===== config.mk =====
export PLATFORM = sky130hd
export DESIGN_NAME = dcc_top
export DESIGN_NICKNAME = d
export VERILOG_FILES = /design/src/hw/dcc_pkg.sv /design/src/hw/dcc_top.sv /design/src/hw/dcc_sync3.sv /design/src/hw/dcc_pin_mux.sv
export SDC_FILE = /design/constraint.sdc
export NUM_CORES = 1
export LEC_CHECK = 0
export BUFFER_PORTS_ARGS = -buffer_cell sky130_fd_sc_hd__buf_4
export CORE_AREA = 2 2 109 137
export CTS_CLUSTER_SIZE = 28
export DETAILED_ROUTE_END_ITERATION = 7
export DIE_AREA = 0 0 111 139
export PLACE_DENSITY_LB_ADDON = 0.08
export SYNTH_ARGS = -nofsm -noshare
export SYNTH_HDL_FRONTEND = slang
export SYNTH_SLANG_ARGS = --single-unit

===== constraint.sdc =====
create_clock -name clk -period 4.8 [get_ports clk]
set_clock_uncertainty 0.05 [all_clocks]
set_input_delay 0 -clock clk [delete_from_list [all_inputs] [get_ports clk]]
set_output_delay 0 -clock clk [all_outputs]
set_load 0.01 [all_outputs]

===== src/hw/dcc_pkg.sv =====
// shared constants for the dual comparator control block
package dcc_pkg;
  // register byte offsets on the apb bus
  localparam logic [7:0] OFF_CMP_CTRL = 8'h00;
  localparam logic [7:0] OFF_INT_CTRL = 8'h04;
  localparam logic [7:0] OFF_PFLAG2 = 8'h08;
  localparam logic [7:0] OFF_PEN2 = 8'h0c;
  localparam logic [7:0] OFF_PPRI2 = 8'h10;
  localparam logic [7:0] OFF_PORTA_DIR = 8'h14;
  localparam logic [7:0] OFF_PORTA_LAT = 8'h18;
  localparam logic [7:0] OFF_PORTA_DATA = 8'h1c;
  localparam logic [7:0] OFF_CONV_CFG1 = 8'h20;
  localparam logic [7:0] OFF_CMP_RAW = 8'h24;
  // comparator control field positions
  localparam int MODE_LSB = 0;
  localparam int SWAP_BIT = 3;
  localparam int INV1_BIT = 4;
  localparam int INV2_BIT = 5;
  localparam int RES1_BIT = 6;
  localparam int RES2_BIT = 7;
  // flag, enable and interrupt control bit positions
  localparam int CHG_BIT = 6;
  localparam int PERIPH_EN_BIT = 6;
  localparam int GLOBAL_EN_BIT = 7;
  // reset values
  localparam logic [5:0] CMP_CTRL_RST = 6'h07;
  localparam logic [7:0] PORTA_DIR_RST = 8'hff;
  localparam logic [3:0] ANALOG_CFG_RST = 4'h0;
  // modes of the three-bit mode field
  localparam logic [2:0] MODE_MUX4 = 3'h6;
  localparam logic [2:0] MODE_OFF = 3'h7;
  localparam logic [2:0] MODE_PINOUT_A = 3'h3;
  localparam logic [2:0] MODE_PINOUT_B = 3'h5;
  // mismatch tracker state
  typedef enum logic [1:0] {
    DCC_ST_MATCH = 2'b01,
    DCC_ST_MISMATCH = 2'b10
  } dcc_state_t;
endpackage


===== src/hw/dcc_top.sv =====
// control and status logic around two analog comparators, apb slave
`timescale 1ns/1ps
module dcc_top
  import dcc_pkg::*;
(
  input wire logic clk, // 125 mhz instruction clock
  input wire logic nrst, // async reset, active low
  input wire logic psel, // apb select
  input wire logic penable, // apb enable
  input wire logic pwrite, // apb direction
  input wire logic [7:0] paddr, // apb byte address
  input wire logic [31:0] pwdata, // apb write data
  output logic [31:0] prdata, // apb read data
  output logic pready, // apb ready
  output logic pslverr, // apb error on unmapped address
  input wire logic [1:0] cmp_raw, // analog comparator outputs, async
  input wire logic [7:0] port_a_in, // port a pin levels, async
  input wire logic sleeping, // device is in sleep
  output logic [7:0] port_a_out, // port a output levels
  output logic [7:0] port_a_oe_n, // port a output enables, low drives
  output logic [2:0] cmp_mode, // mode to the analog block
  output logic cmp_use_ref, // reference on positive inputs
  output logic [1:0] cmp_neg_sel, // negative input pair select
  output logic cmp_active, // comparators powered
  output logic irq, // interrupt request
  output logic wake // wake request out of sleep
);
  import dcc_pkg::*;

  // control fields of comparator_control_reg
  logic [5:0] cmp_ctrl_r; // mode, swap, inverts
  logic [7:0] int_ctrl_r; // interrupt_control_reg
  logic [7:0] pflag2_r; // periph_flag_reg_two
  logic [7:0] pen2_r; // periph_enable_reg_two
  logic [7:0] ppri2_r; // priorities, stored only
  logic [7:0] porta_dir_r; // port_a_direction, 1 = input
  logic [7:0] porta_lat_r; // port a output latch
  logic [3:0] analog_cfg_r; // analog_pin_config
  logic [1:0] captured_r; // last captured result copy
  dcc_state_t state_r; // mismatch tracker
  dcc_state_t state_nxt;
  logic [1:0] res_sync; // synchronised adjusted results
  logic [7:0] pin_sync; // synchronised pin levels
  logic [1:0] res_adj; // unsynchronised adjusted results
  logic use_ref, active, pin_out;
  logic [1:0] neg_sel;
  logic [7:0] analog_mask; // 1 = pin is analog
  logic [7:0] port_read; // port data as read
  logic acc_phase; // apb access cycle
  logic wr_en, rd_en;
  logic mapped; // address hits a register
  logic cmp_ctrl_hit; // read or write of the control register
  logic mismatch; // live results differ from capture
  logic [7:0] cmp_ctrl_view; // readable control register
  logic [31:0] rd_mux;

  // apb strobes; a write lands in the single access cycle, and the
  // slave never stretches that phase, so no wait logic is needed
  assign acc_phase = psel & penable;
  assign wr_en = acc_phase & pwrite;
  assign rd_en = acc_phase & ~pwrite;

  // decode of the mapped offsets
  // the mapped table only feeds pslverr; reads decode on their own
  always_comb
  begin
    unique case (paddr)
      OFF_CMP_CTRL, OFF_INT_CTRL, OFF_PFLAG2, OFF_PEN2, OFF_PPRI2,
      OFF_PORTA_DIR, OFF_PORTA_LAT, OFF_PORTA_DATA, OFF_CONV_CFG1,
      OFF_CMP_RAW: mapped = 1'b1;
      default: mapped = 1'b0;
    endcase
  end

  assign cmp_ctrl_hit = acc_phase & (paddr == OFF_CMP_CTRL);

  // mode decode and polarity
  dcc_pin_mux u_mux (
    .mode(cmp_ctrl_r[MODE_LSB +: 3]),
    .swap(cmp_ctrl_r[SWAP_BIT]),
    .inv({cmp_ctrl_r[INV2_BIT], cmp_ctrl_r[INV1_BIT]}),
    .raw(cmp_raw),
    .res(res_adj),
    .use_ref(use_ref),
    .neg_sel(neg_sel),
    .active(active),
    .pin_out(pin_out)
  );

  // a result change counts only once the late stages agree
  // sample each cycle
  dcc_sync3 #(.WIDTH(2)) u_res_sync (
    .clk(clk),
    .nrst(nrst),
    .din(res_adj),
    .dout(res_sync)
  );

  // pin levels come from outside the clock domain
  dcc_sync3 #(.WIDTH(8)) u_pin_sync (
    .clk(clk),
    .nrst(nrst),
    .din(port_a_in),
    .dout(pin_sync)
  );

  // off comparators never count as changed, so turning the pair
  // off cannot raise a stray flag on its own
  // off comparators read low
  assign mismatch = active & (res_sync != captured_r);

  // comparator control register; results never written
  always_ff @(posedge clk or negedge nrst)
  begin
    if (!nrst)
      cmp_ctrl_r <= CMP_CTRL_RST;
    else if (wr_en && paddr == OFF_CMP_CTRL)
      cmp_ctrl_r <= pwdata[5:0];
  end

  // capture copy of the results
  // powering down clears the copy; the next power-up then shows as
  // a change, which is why software masks the interrupt around it
  always_ff @(posedge clk or negedge nrst)
  begin
    if (!nrst)
      captured_r <= 2'b00;
    else if (cmp_ctrl_hit)
      captured_r <= active ? res_sync : 2'b00;
    else if (!active)
      captured_r <= 2'b00;
  end

  // mismatch tracker, one-hot; the flag logic watches the next state
  // so a fresh mismatch sets the flag one edge after the results move
  always_comb
  begin
    state_nxt = state_r;
    unique case (state_r)
      // idle until the synchronised results leave the capture
      DCC_ST_MATCH:
        if (mismatch)
          state_nxt = DCC_ST_MISMATCH;
      // stays here until the results match the capture again, as after a recapture
      DCC_ST_MISMATCH:
        if (!mismatch)
          state_nxt = DCC_ST_MATCH;
      // a lost one-hot code falls back to a fresh comparison
      default:
        state_nxt = mismatch ? DCC_ST_MISMATCH : DCC_ST_MATCH;
    endcase
  end

  always_ff @(posedge clk or negedge nrst)
  begin
    if (!nrst)
      state_r <= DCC_ST_MATCH;
    else
      state_r <= state_nxt;
  end

  // a control access and a flag write never share a cycle, as they
  // decode different offsets, so only the recapture can mask a set
  // recapture in same cycle as change can hide it
  // peripheral flag register; hardware set beats software clear
  always_ff @(posedge clk or negedge nrst)
  begin
    if (!nrst)
      pflag2_r <= 8'h00;
    else
    begin
      if (wr_en && paddr == OFF_PFLAG2)
        pflag2_r <= pwdata[7:0];
      if (state_nxt == DCC_ST_MISMATCH && !cmp_ctrl_hit)
        pflag2_r[CHG_BIT] <= 1'b1;
    end
  end

  // enable registers
  // priority bits are stored for software only; this block raises
  // a single request line whatever they hold
  always_ff @(posedge clk or negedge nrst)
  begin
    if (!nrst)
    begin
      int_ctrl_r <= 8'h00;
      pen2_r <= 8'h00;
      ppri2_r <= 8'h00;
    end
    else if (wr_en)
    begin
      if (paddr == OFF_INT_CTRL)
        int_ctrl_r <= pwdata[7:0];
      if (paddr == OFF_PEN2)
        pen2_r <= pwdata[7:0];
      if (paddr == OFF_PPRI2)
        ppri2_r <= pwdata[7:0];
    end
  end

  // port direction, latch and analog configuration
  always_ff @(posedge clk or negedge nrst)
  begin
    if (!nrst)
    begin
      porta_dir_r <= PORTA_DIR_RST;
      porta_lat_r <= 8'h00;
      analog_cfg_r <= ANALOG_CFG_RST;
    end
    else if (wr_en)
    begin
      if (paddr == OFF_PORTA_DIR)
        porta_dir_r <= pwdata[7:0];
      if (paddr == OFF_PORTA_LAT)
        porta_lat_r <= pwdata[7:0];
      if (paddr == OFF_CONV_CFG1)
        analog_cfg_r <= pwdata[3:0];
    end
  end

  // configs up to b keep all four low pins analog; codes c to f free them
  // one by one from the top, a simple stand-in for the full table
  assign analog_mask = {4'h0,
    (analog_cfg_r <= 4'hb), (analog_cfg_r <= 4'hc),
    (analog_cfg_r <= 4'hd), (analog_cfg_r <= 4'he)};
  assign port_read = pin_sync & ~analog_mask;

  assign cmp_ctrl_view = {res_sync[1] & active, res_sync[0] & active,
    cmp_ctrl_r};

  // read mux
  // unmapped offsets read zero and raise pslverr instead
  always_comb
  begin
    rd_mux = 32'h0000_0000;
    unique case (paddr)
      OFF_CMP_CTRL: rd_mux[7:0] = cmp_ctrl_view;
      OFF_INT_CTRL: rd_mux[7:0] = int_ctrl_r;
      OFF_PFLAG2: rd_mux[7:0] = pflag2_r;
      OFF_PEN2: rd_mux[7:0] = pen2_r;
      OFF_PPRI2: rd_mux[7:0] = ppri2_r;
      OFF_PORTA_DIR: rd_mux[7:0] = porta_dir_r;
      OFF_PORTA_LAT: rd_mux[7:0] = porta_lat_r;
      OFF_PORTA_DATA: rd_mux[7:0] = port_read;
      OFF_CONV_CFG1: rd_mux[3:0] = analog_cfg_r;
      OFF_CMP_RAW: rd_mux[1:0] = cmp_raw & {2{active}};
      default: rd_mux = 32'h0000_0000;
    endcase
  end

  // apb answer registered: ready in the first cycle of the access phase
  always_ff @(posedge clk or negedge nrst)
  begin
    if (!nrst)
    begin
      prdata <= 32'h0000_0000;
      pready <= 1'b0;
      pslverr <= 1'b0;
    end
    else
    begin
      pready <= psel & ~penable;
      pslverr <= psel & ~penable & ~mapped;
      prdata <= (psel & ~penable & ~pwrite) ? rd_mux : 32'h0000_0000;
    end
  end

  // port pins; comparator results replace latch bits four and five
  // the pin path skips the synchroniser on purpose: the pins show the
  // live result, at the cost of possible glitches near a threshold
  always_ff @(posedge clk or negedge nrst)
  begin
    if (!nrst)
    begin
      port_a_out <= 8'h00;
      port_a_oe_n <= 8'hff;
    end
    else
    begin
      port_a_oe_n <= porta_dir_r;
      port_a_out <= pin_out ? {porta_lat_r[7:6], res_adj, porta_lat_r[3:0]}
        : porta_lat_r;
    end
  end

  // status toward the analog block and the core
  // wake ignores the two global enables: an enabled change ends sleep
  // even while the core keeps its interrupts masked
  always_ff @(posedge clk or negedge nrst)
  begin
    if (!nrst)
    begin
      cmp_mode <= MODE_OFF;
      cmp_use_ref <= 1'b0;
      cmp_neg_sel <= 2'b00;
      cmp_active <= 1'b0;
      irq <= 1'b0;
      wake <= 1'b0;
    end
    else
    begin
      cmp_mode <= cmp_ctrl_r[MODE_LSB +: 3];
      cmp_use_ref <= use_ref;
      cmp_neg_sel <= neg_sel;
      cmp_active <= active;
      irq <= pflag2_r[CHG_BIT] & pen2_r[CHG_BIT]
        & int_ctrl_r[PERIPH_EN_BIT] & int_ctrl_r[GLOBAL_EN_BIT];
      wake <= sleeping & pflag2_r[CHG_BIT] & pen2_r[CHG_BIT];
    end
  end
endmodule


===== src/hw/dcc_sync3.sv =====
// three-flop synchroniser; a change counts once stages two and three agree
`timescale 1ns/1ps
module dcc_sync3 #(
  parameter int WIDTH = 2
) (
  input wire logic clk, // system clock
  input wire logic nrst, // async reset, active low
  input wire logic [WIDTH-1:0] din, // asynchronous input
  output logic [WIDTH-1:0] dout // filtered output
);
  logic [WIDTH-1:0] s1_r; // first stage, read only by s2_r
  logic [WIDTH-1:0] s2_r; // second stage
  logic [WIDTH-1:0] s3_r; // third stage

  // shift chain
  always_ff @(posedge clk or negedge nrst)
  begin
    if (!nrst)
    begin
      s1_r <= '0;
      s2_r <= '0;
      s3_r <= '0;
    end
    else
    begin
      s1_r <= din;
      s2_r <= s1_r;
      s3_r <= s2_r;
    end
  end

  // accept per bit only when the two late stages agree
  genvar i;
  generate
    for (i = 0; i < WIDTH; i++)
    begin : g_bit
      always_ff @(posedge clk or negedge nrst)
      begin
        if (!nrst)
          dout[i] <= 1'b0;
        else if (s2_r[i] == s3_r[i])
          dout[i] <= s3_r[i];
      end
    end
  endgenerate
endmodule


===== src/hw/dcc_pin_mux.sv =====
// per-mode input routing and result polarity for the two comparators
`timescale 1ns/1ps
module dcc_pin_mux
  import dcc_pkg::*;
(
  input wire logic [2:0] mode, // config_mode_field
  input wire logic swap, // input_swap_bit
  input wire logic [1:0] inv, // invert bits, bit0 first comparator
  input wire logic [1:0] raw, // raw comparator results
  output logic [1:0] res, // polarity-adjusted results
  output logic use_ref, // internal reference on positive inputs
  output logic [1:0] neg_sel, // 0: pins 0/1, 1: pins 3/2
  output logic active, // comparators powered
  output logic pin_out // results routed to port pins
);
  assign res = raw ^ inv;
  assign use_ref = (mode == MODE_MUX4);
  assign neg_sel = (mode == MODE_MUX4) ? {2{swap}} : 2'b00;
  assign active = (mode != MODE_OFF);
  assign pin_out = (mode == MODE_PINOUT_A) || (mode == MODE_PINOUT_B);
endmodule


==> impl.org <==
** Hold path
- Worst min-delay path category :: input pin to flop
- In this run the most critical hold path is launched from paddr[3].
- The worst hold path terminates at prdata[5]$_DFF_PN0_.
- Worst hold path depth :: 3

** Worst setup path
- STA classifies the critical path startpoint as an input pin.
- The number of cells on the worst reg-to-reg path is 6.
- STA classifies the critical path endpoint as a flop.
- Worst reg2reg startpoint :: cmp_ctrl_r[2]$_DFFE_PN1P_
- Required time of the critical path :: 5.04 ns
- On the worst path, the slowest cell contributes a delay of 0.71 ns.
- Kind of critical path :: input pin to flop
- Crit path cell chain :: dlygate4sd3_1, buf_4, nor4_1, nand4_1, nor2_1, mux2_2
- The setup check on the worst reg-to-reg path leaves a slack of 2.90 ns.
- For the worst setup path, the data arrival time is 2.80 ns.
- In this run the worst path has a maximum fanout of 6.
- Worst path slowest cell :: sky130_fd_sc_hd__nor4_1
- The worst register-to-register path ends at prdata[7]$_DFF_PN0_.

** Cells and area
- Final-layout fill cell count :: 1,269
- Post-synthesis to final-layout area growth :: 26.0%
- 0 antenna diodes ended up in the layout.
- In the final design database the tool counted 566 nets.
- Cells fill 49.4% of the core in the end.
- Fin area :: 6990 sq um
- In the final layout, the share of cells above drive strength 1 is 36.1%.

** Yosys
- Of all cell types, the one taking the most synthesized area is sky130_fd_sc_hd__dfrtp_1.
- Among all flip-flop cells after synthesis, the most frequent one is sky130_fd_sc_hd__dfrtp_1.
- Top-count cell post-synth :: sky130_fd_sc_hd__dfrtp_1
- Ranking of synthesized cells by area :: sky130_fd_sc_hd__dfrtp_1 (51%), sky130_fd_sc_hd__mux2_2 (11%), sky130_fd_sc_hd__dfstp_2 (11%)
- Sequential elements use 61.8% of the synthesized area.
- Synth warnings :: 0
- Synthesis inferred 136 register bits.
- By count the netlist is led by sky130_fd_sc_hd__dfrtp_1 (113), sky130_fd_sc_hd__mux2_2 (54), sky130_fd_sc_hd__buf_4 (25), sky130_fd_sc_hd__dfstp_2 (23), sky130_fd_sc_hd__nand2_1 (20).
- In the synthesized netlist, the number of instances is 409.
- Post-synth design cell area :: 5550 sq um
- After synthesis, the mean cell area works out to 13.6 sq um.
- The netlist uses 56 different library cells.
- Synth async-reset ratio :: 100%
- Of the post-synthesis cell area, the dominant cell type holds 50.9%.
- Count of flip-flops with a built-in enable after synthesis :: 0

** GRT
- The initial antenna violation count is 0.
- In the global route stage, met1 resource usage came out at 22.5%.
- Number of global-route vias before repair :: 3,716
- M2 GR Usage :: 28.6%
- After global routing the overflow that remains totals 0.
- Entering global routing, the biggest net connects 98 pins.
- GRT Util Overall :: 17.3%
- Wire length of the first global-routing pass :: 20,600 microns
- Met3 GRT Util :: 3.45%
- The global routing stage identified its most utilized layer as met2.

** Clocking
- Total number of clock tree sinks :: 136
- Clock Tree Root :: sky130_fd_sc_hd__clkbuf_16
- The number of setup buffers added after CTS is 0.
- After clock tree synthesis, the clock-pin slew on the worst setup and hold paths is 0.05 ns.
- Number of H-tree branching levels :: 4
- TritonCTS built the clock tree.
- In this run, CTS created clock tree buffers numbering 17.
- Gates resized during post-CTS repair numbered 0.
- The longest clock path from root to sink contains 2 buffers.
- Clock latency on the worst-skew pair, taken at its later pin, is 0.41 ns.

** Die
- Pin placement for this block handled 115 I/O pins.
- Initial core utilization :: 39.2%
- After floorplanning, the core was divided into 49 placement rows.
- The die is 139 microns tall.
- Area of the die :: 15,400 sq um
- Core box area :: 14,200 sq um
- Die Wd :: 111 microns

** Power
- Logic gate share of total power :: 7.4%
- In this run the power density over the cells is 388 nW/um^2.
- Fraction of power spent switching nets :: 22.0%
- Internal power comes to 2.12 mW.
- Summed over all cells, the static leakage comes to 3.26 nW.
- Power share of the clock group :: 47.7%
- Sequential fraction of design power :: 44.9%
- The analysis attributes to net switching a power of 0.597 mW.
- The worst-case IR drop observed on VDD is 195 uV.

** Route
- Before antenna repair, the detailed router went through 4 iterations.
- Total via count in the routed design :: 3,535
- Post-detailed-route DRC marker count :: 0
- Number of nets still failing antenna checks after routing :: 0
- Number of DRC violations after detailed-routing iteration 0 :: 152
- In the final routed layout, each cell accounts on average for 18.1 microns.
- Vias per Instance :: 5.06
- Total wire length :: 12,600 microns

** Timing
- Setup repair after global routing left no endpoint under its margin.
- Setup violations remaining at the end of the flow were counted as 0.
- Final Critical Period :: 2.56 ns
- On the final layout, the worst hold slack is 0.0184 ns.
- Number of endpoints with negative hold slack in the final report :: 0
- Slew at the pin closest to its max-slew limit :: 0.849 ns
- Dividing the final minimum period by the clock period gives 53.4%.
- The total count of max-transition violations in the final report came to 0.
- Timing would allow up to 390 MHz.
- Setup Total Neg Slack :: 0 ns
- Relative slew slack :: 43.4%

** Placement
- Once placement finished, the instance area stood at 6120 sq um.
- GPL Wtd Cong :: 0.860
- Number of I/O port buffers :: 66
- Detailed placement HPWL :: 8400 microns

** Flow run
- Max-capacitance violation count :: 0

** Status
- The run finished with clean final reports.
==> worst max-delay path, delay by kind of cell <==
family | cells | cell delay, ns
buffers and inverters | 2 | 0.68
multiplexers | 1 | 0.41
AND/OR/NAND/NOR | 3 | 1.70
==> kinds of logic after synthesis <==
family	after synthesis	share of synthesized area (%)
and+or+nand+nor	84	8.12
other	1	0.0676
AOI/OAI and AO/OA	49	6.04
adders and majority gates	12	2.25
buffers and inverters	46	5.03
xor gates and xnor gates	5	0.789
DFF	136	61.8
muxes	76	15.9
==> registers in the layout, indices dropped and copies added, names as in the netlist, 2 cells and up <==
register / count
int_ctrl_r: 8
pen2_r: 8
pflag2_r: 8
port_a_oe_n: 8
port_a_out: 8
porta_dir_r: 8
porta_lat_r: 8
ppri2_r: 8
prdata: 8
u_pin_sync.dout: 8
u_pin_sync.s1_r: 8
u_pin_sync.s2_r: 8
u_pin_sync.s3_r: 8
cmp_ctrl_r: 6
analog_cfg_r: 4
cmp_mode: 3
captured_r: 2
state_r: 2
u_res_sync.dout: 2
u_res_sync.s1_r: 2
u_res_sync.s2_r: 2
u_res_sync.s3_r: 2
==> cell type report <==
type	count	area, sq um	share of cell area (%)
inverters	7	26.3	0.376
well taps	178	223	3.18
flip-flops and latches	136	3430	49.1
clock buffers	23	468	6.69
clock inverters	9	125	1.79
repair buffers	96	795	11.4
multi-input cells	250	1930	27.5
==> per-layer routing <==
| layer | routed length (microns) | vias up |
|---|---|---|
| met5 | 0 | - |
| met4 | 206 | 0 |
| met3 | 467 | 13 |
| met2 | 6290 | 93 |
| met1 | 5660 | 1810 |
| li1 | - | 1619 |
==> power by group through the flow <==
stage | sequential [mW] | clock (mW) | combinational [mW]
finish | 1.22 | 1.30 | 0.200
global route | 1.22 | 1.38 | 0.225
CTS | 1.22 | 1.32 | 0.203
detailed placement | 1.24 | 0 | 0.184
global placement | 1.24 | 0 | 0.178
floorplan | 1.23 | 0 | 0.117
==> cells in the final DEF (no fill, tap or decap), types with 4 or more instances in the layout <==
cell / n
sky130_fd_sc_hd__mux2_4: 8
sky130_fd_sc_hd__nand3_1: 9
sky130_fd_sc_hd__clkbuf_16: 17
sky130_fd_sc_hd__a21oi_1: 8
sky130_fd_sc_hd__o21ai_0: 7
sky130_fd_sc_hd__nor2b_1: 5
sky130_fd_sc_hd__a22oi_1: 4
sky130_fd_sc_hd__clkinv_2: 4
sky130_fd_sc_hd__mux2_2: 54
sky130_fd_sc_hd__buf_4: 67
sky130_fd_sc_hd__nand2_1: 20
sky130_fd_sc_hd__conb_1: 24
sky130_fd_sc_hd__a31oi_1: 7
sky130_fd_sc_hd__nor2_1: 19
sky130_fd_sc_hd__clkbuf_1: 4
sky130_fd_sc_hd__dfrtp_1: 113
sky130_fd_sc_hd__dfstp_2: 23
sky130_fd_sc_hd__mux2i_1: 13
sky130_fd_sc_hd__dlygate4sd3_1: 28
sky130_fd_sc_hd__inv_1: 7
sky130_fd_sc_hd__nand4_1: 5
sky130_fd_sc_hd__maj3_1: 10
==> what timing repair did <==
item | 4_1_cts | 5_1_grt
hold buffers | 28 | 0
hold endpoints to repair | 163 | 0
setup endpoints to repair | 0 | 0
==> through the flow <==
step	power, mW	setup WS (ns)	instances
after floorplan	1.35	3.13	432
after global placement	1.41	2.28	639
after detailed placement	1.42	2.31	639
after CTS	2.75	2.26	699
after global routing	2.83	2.03	699
final	2.72	2.24	699
==> worst max-delay path by stage <==
stage	slack, ns	from	cells after the start	to
floorplan	3.13	paddr[5]	4	pen2_r[0]$_DFFE_PN0P_
global placement	2.28	paddr[3]	5	cmp_ctrl_r[5]$_DFFE_PN0P_
detailed placement	2.31	paddr[3]	5	cmp_ctrl_r[5]$_DFFE_PN0P_
CTS	2.26	paddr[4]	7	pflag2_r[6]$_DFFE_PN0P_
global route	2.03	paddr[1]	6	cmp_ctrl_r[4]$_DFFE_PN0P_
finish	2.24	paddr[1]	6	cmp_ctrl_r[4]$_DFFE_PN0P_
Power figures use the tool's default switching activity.
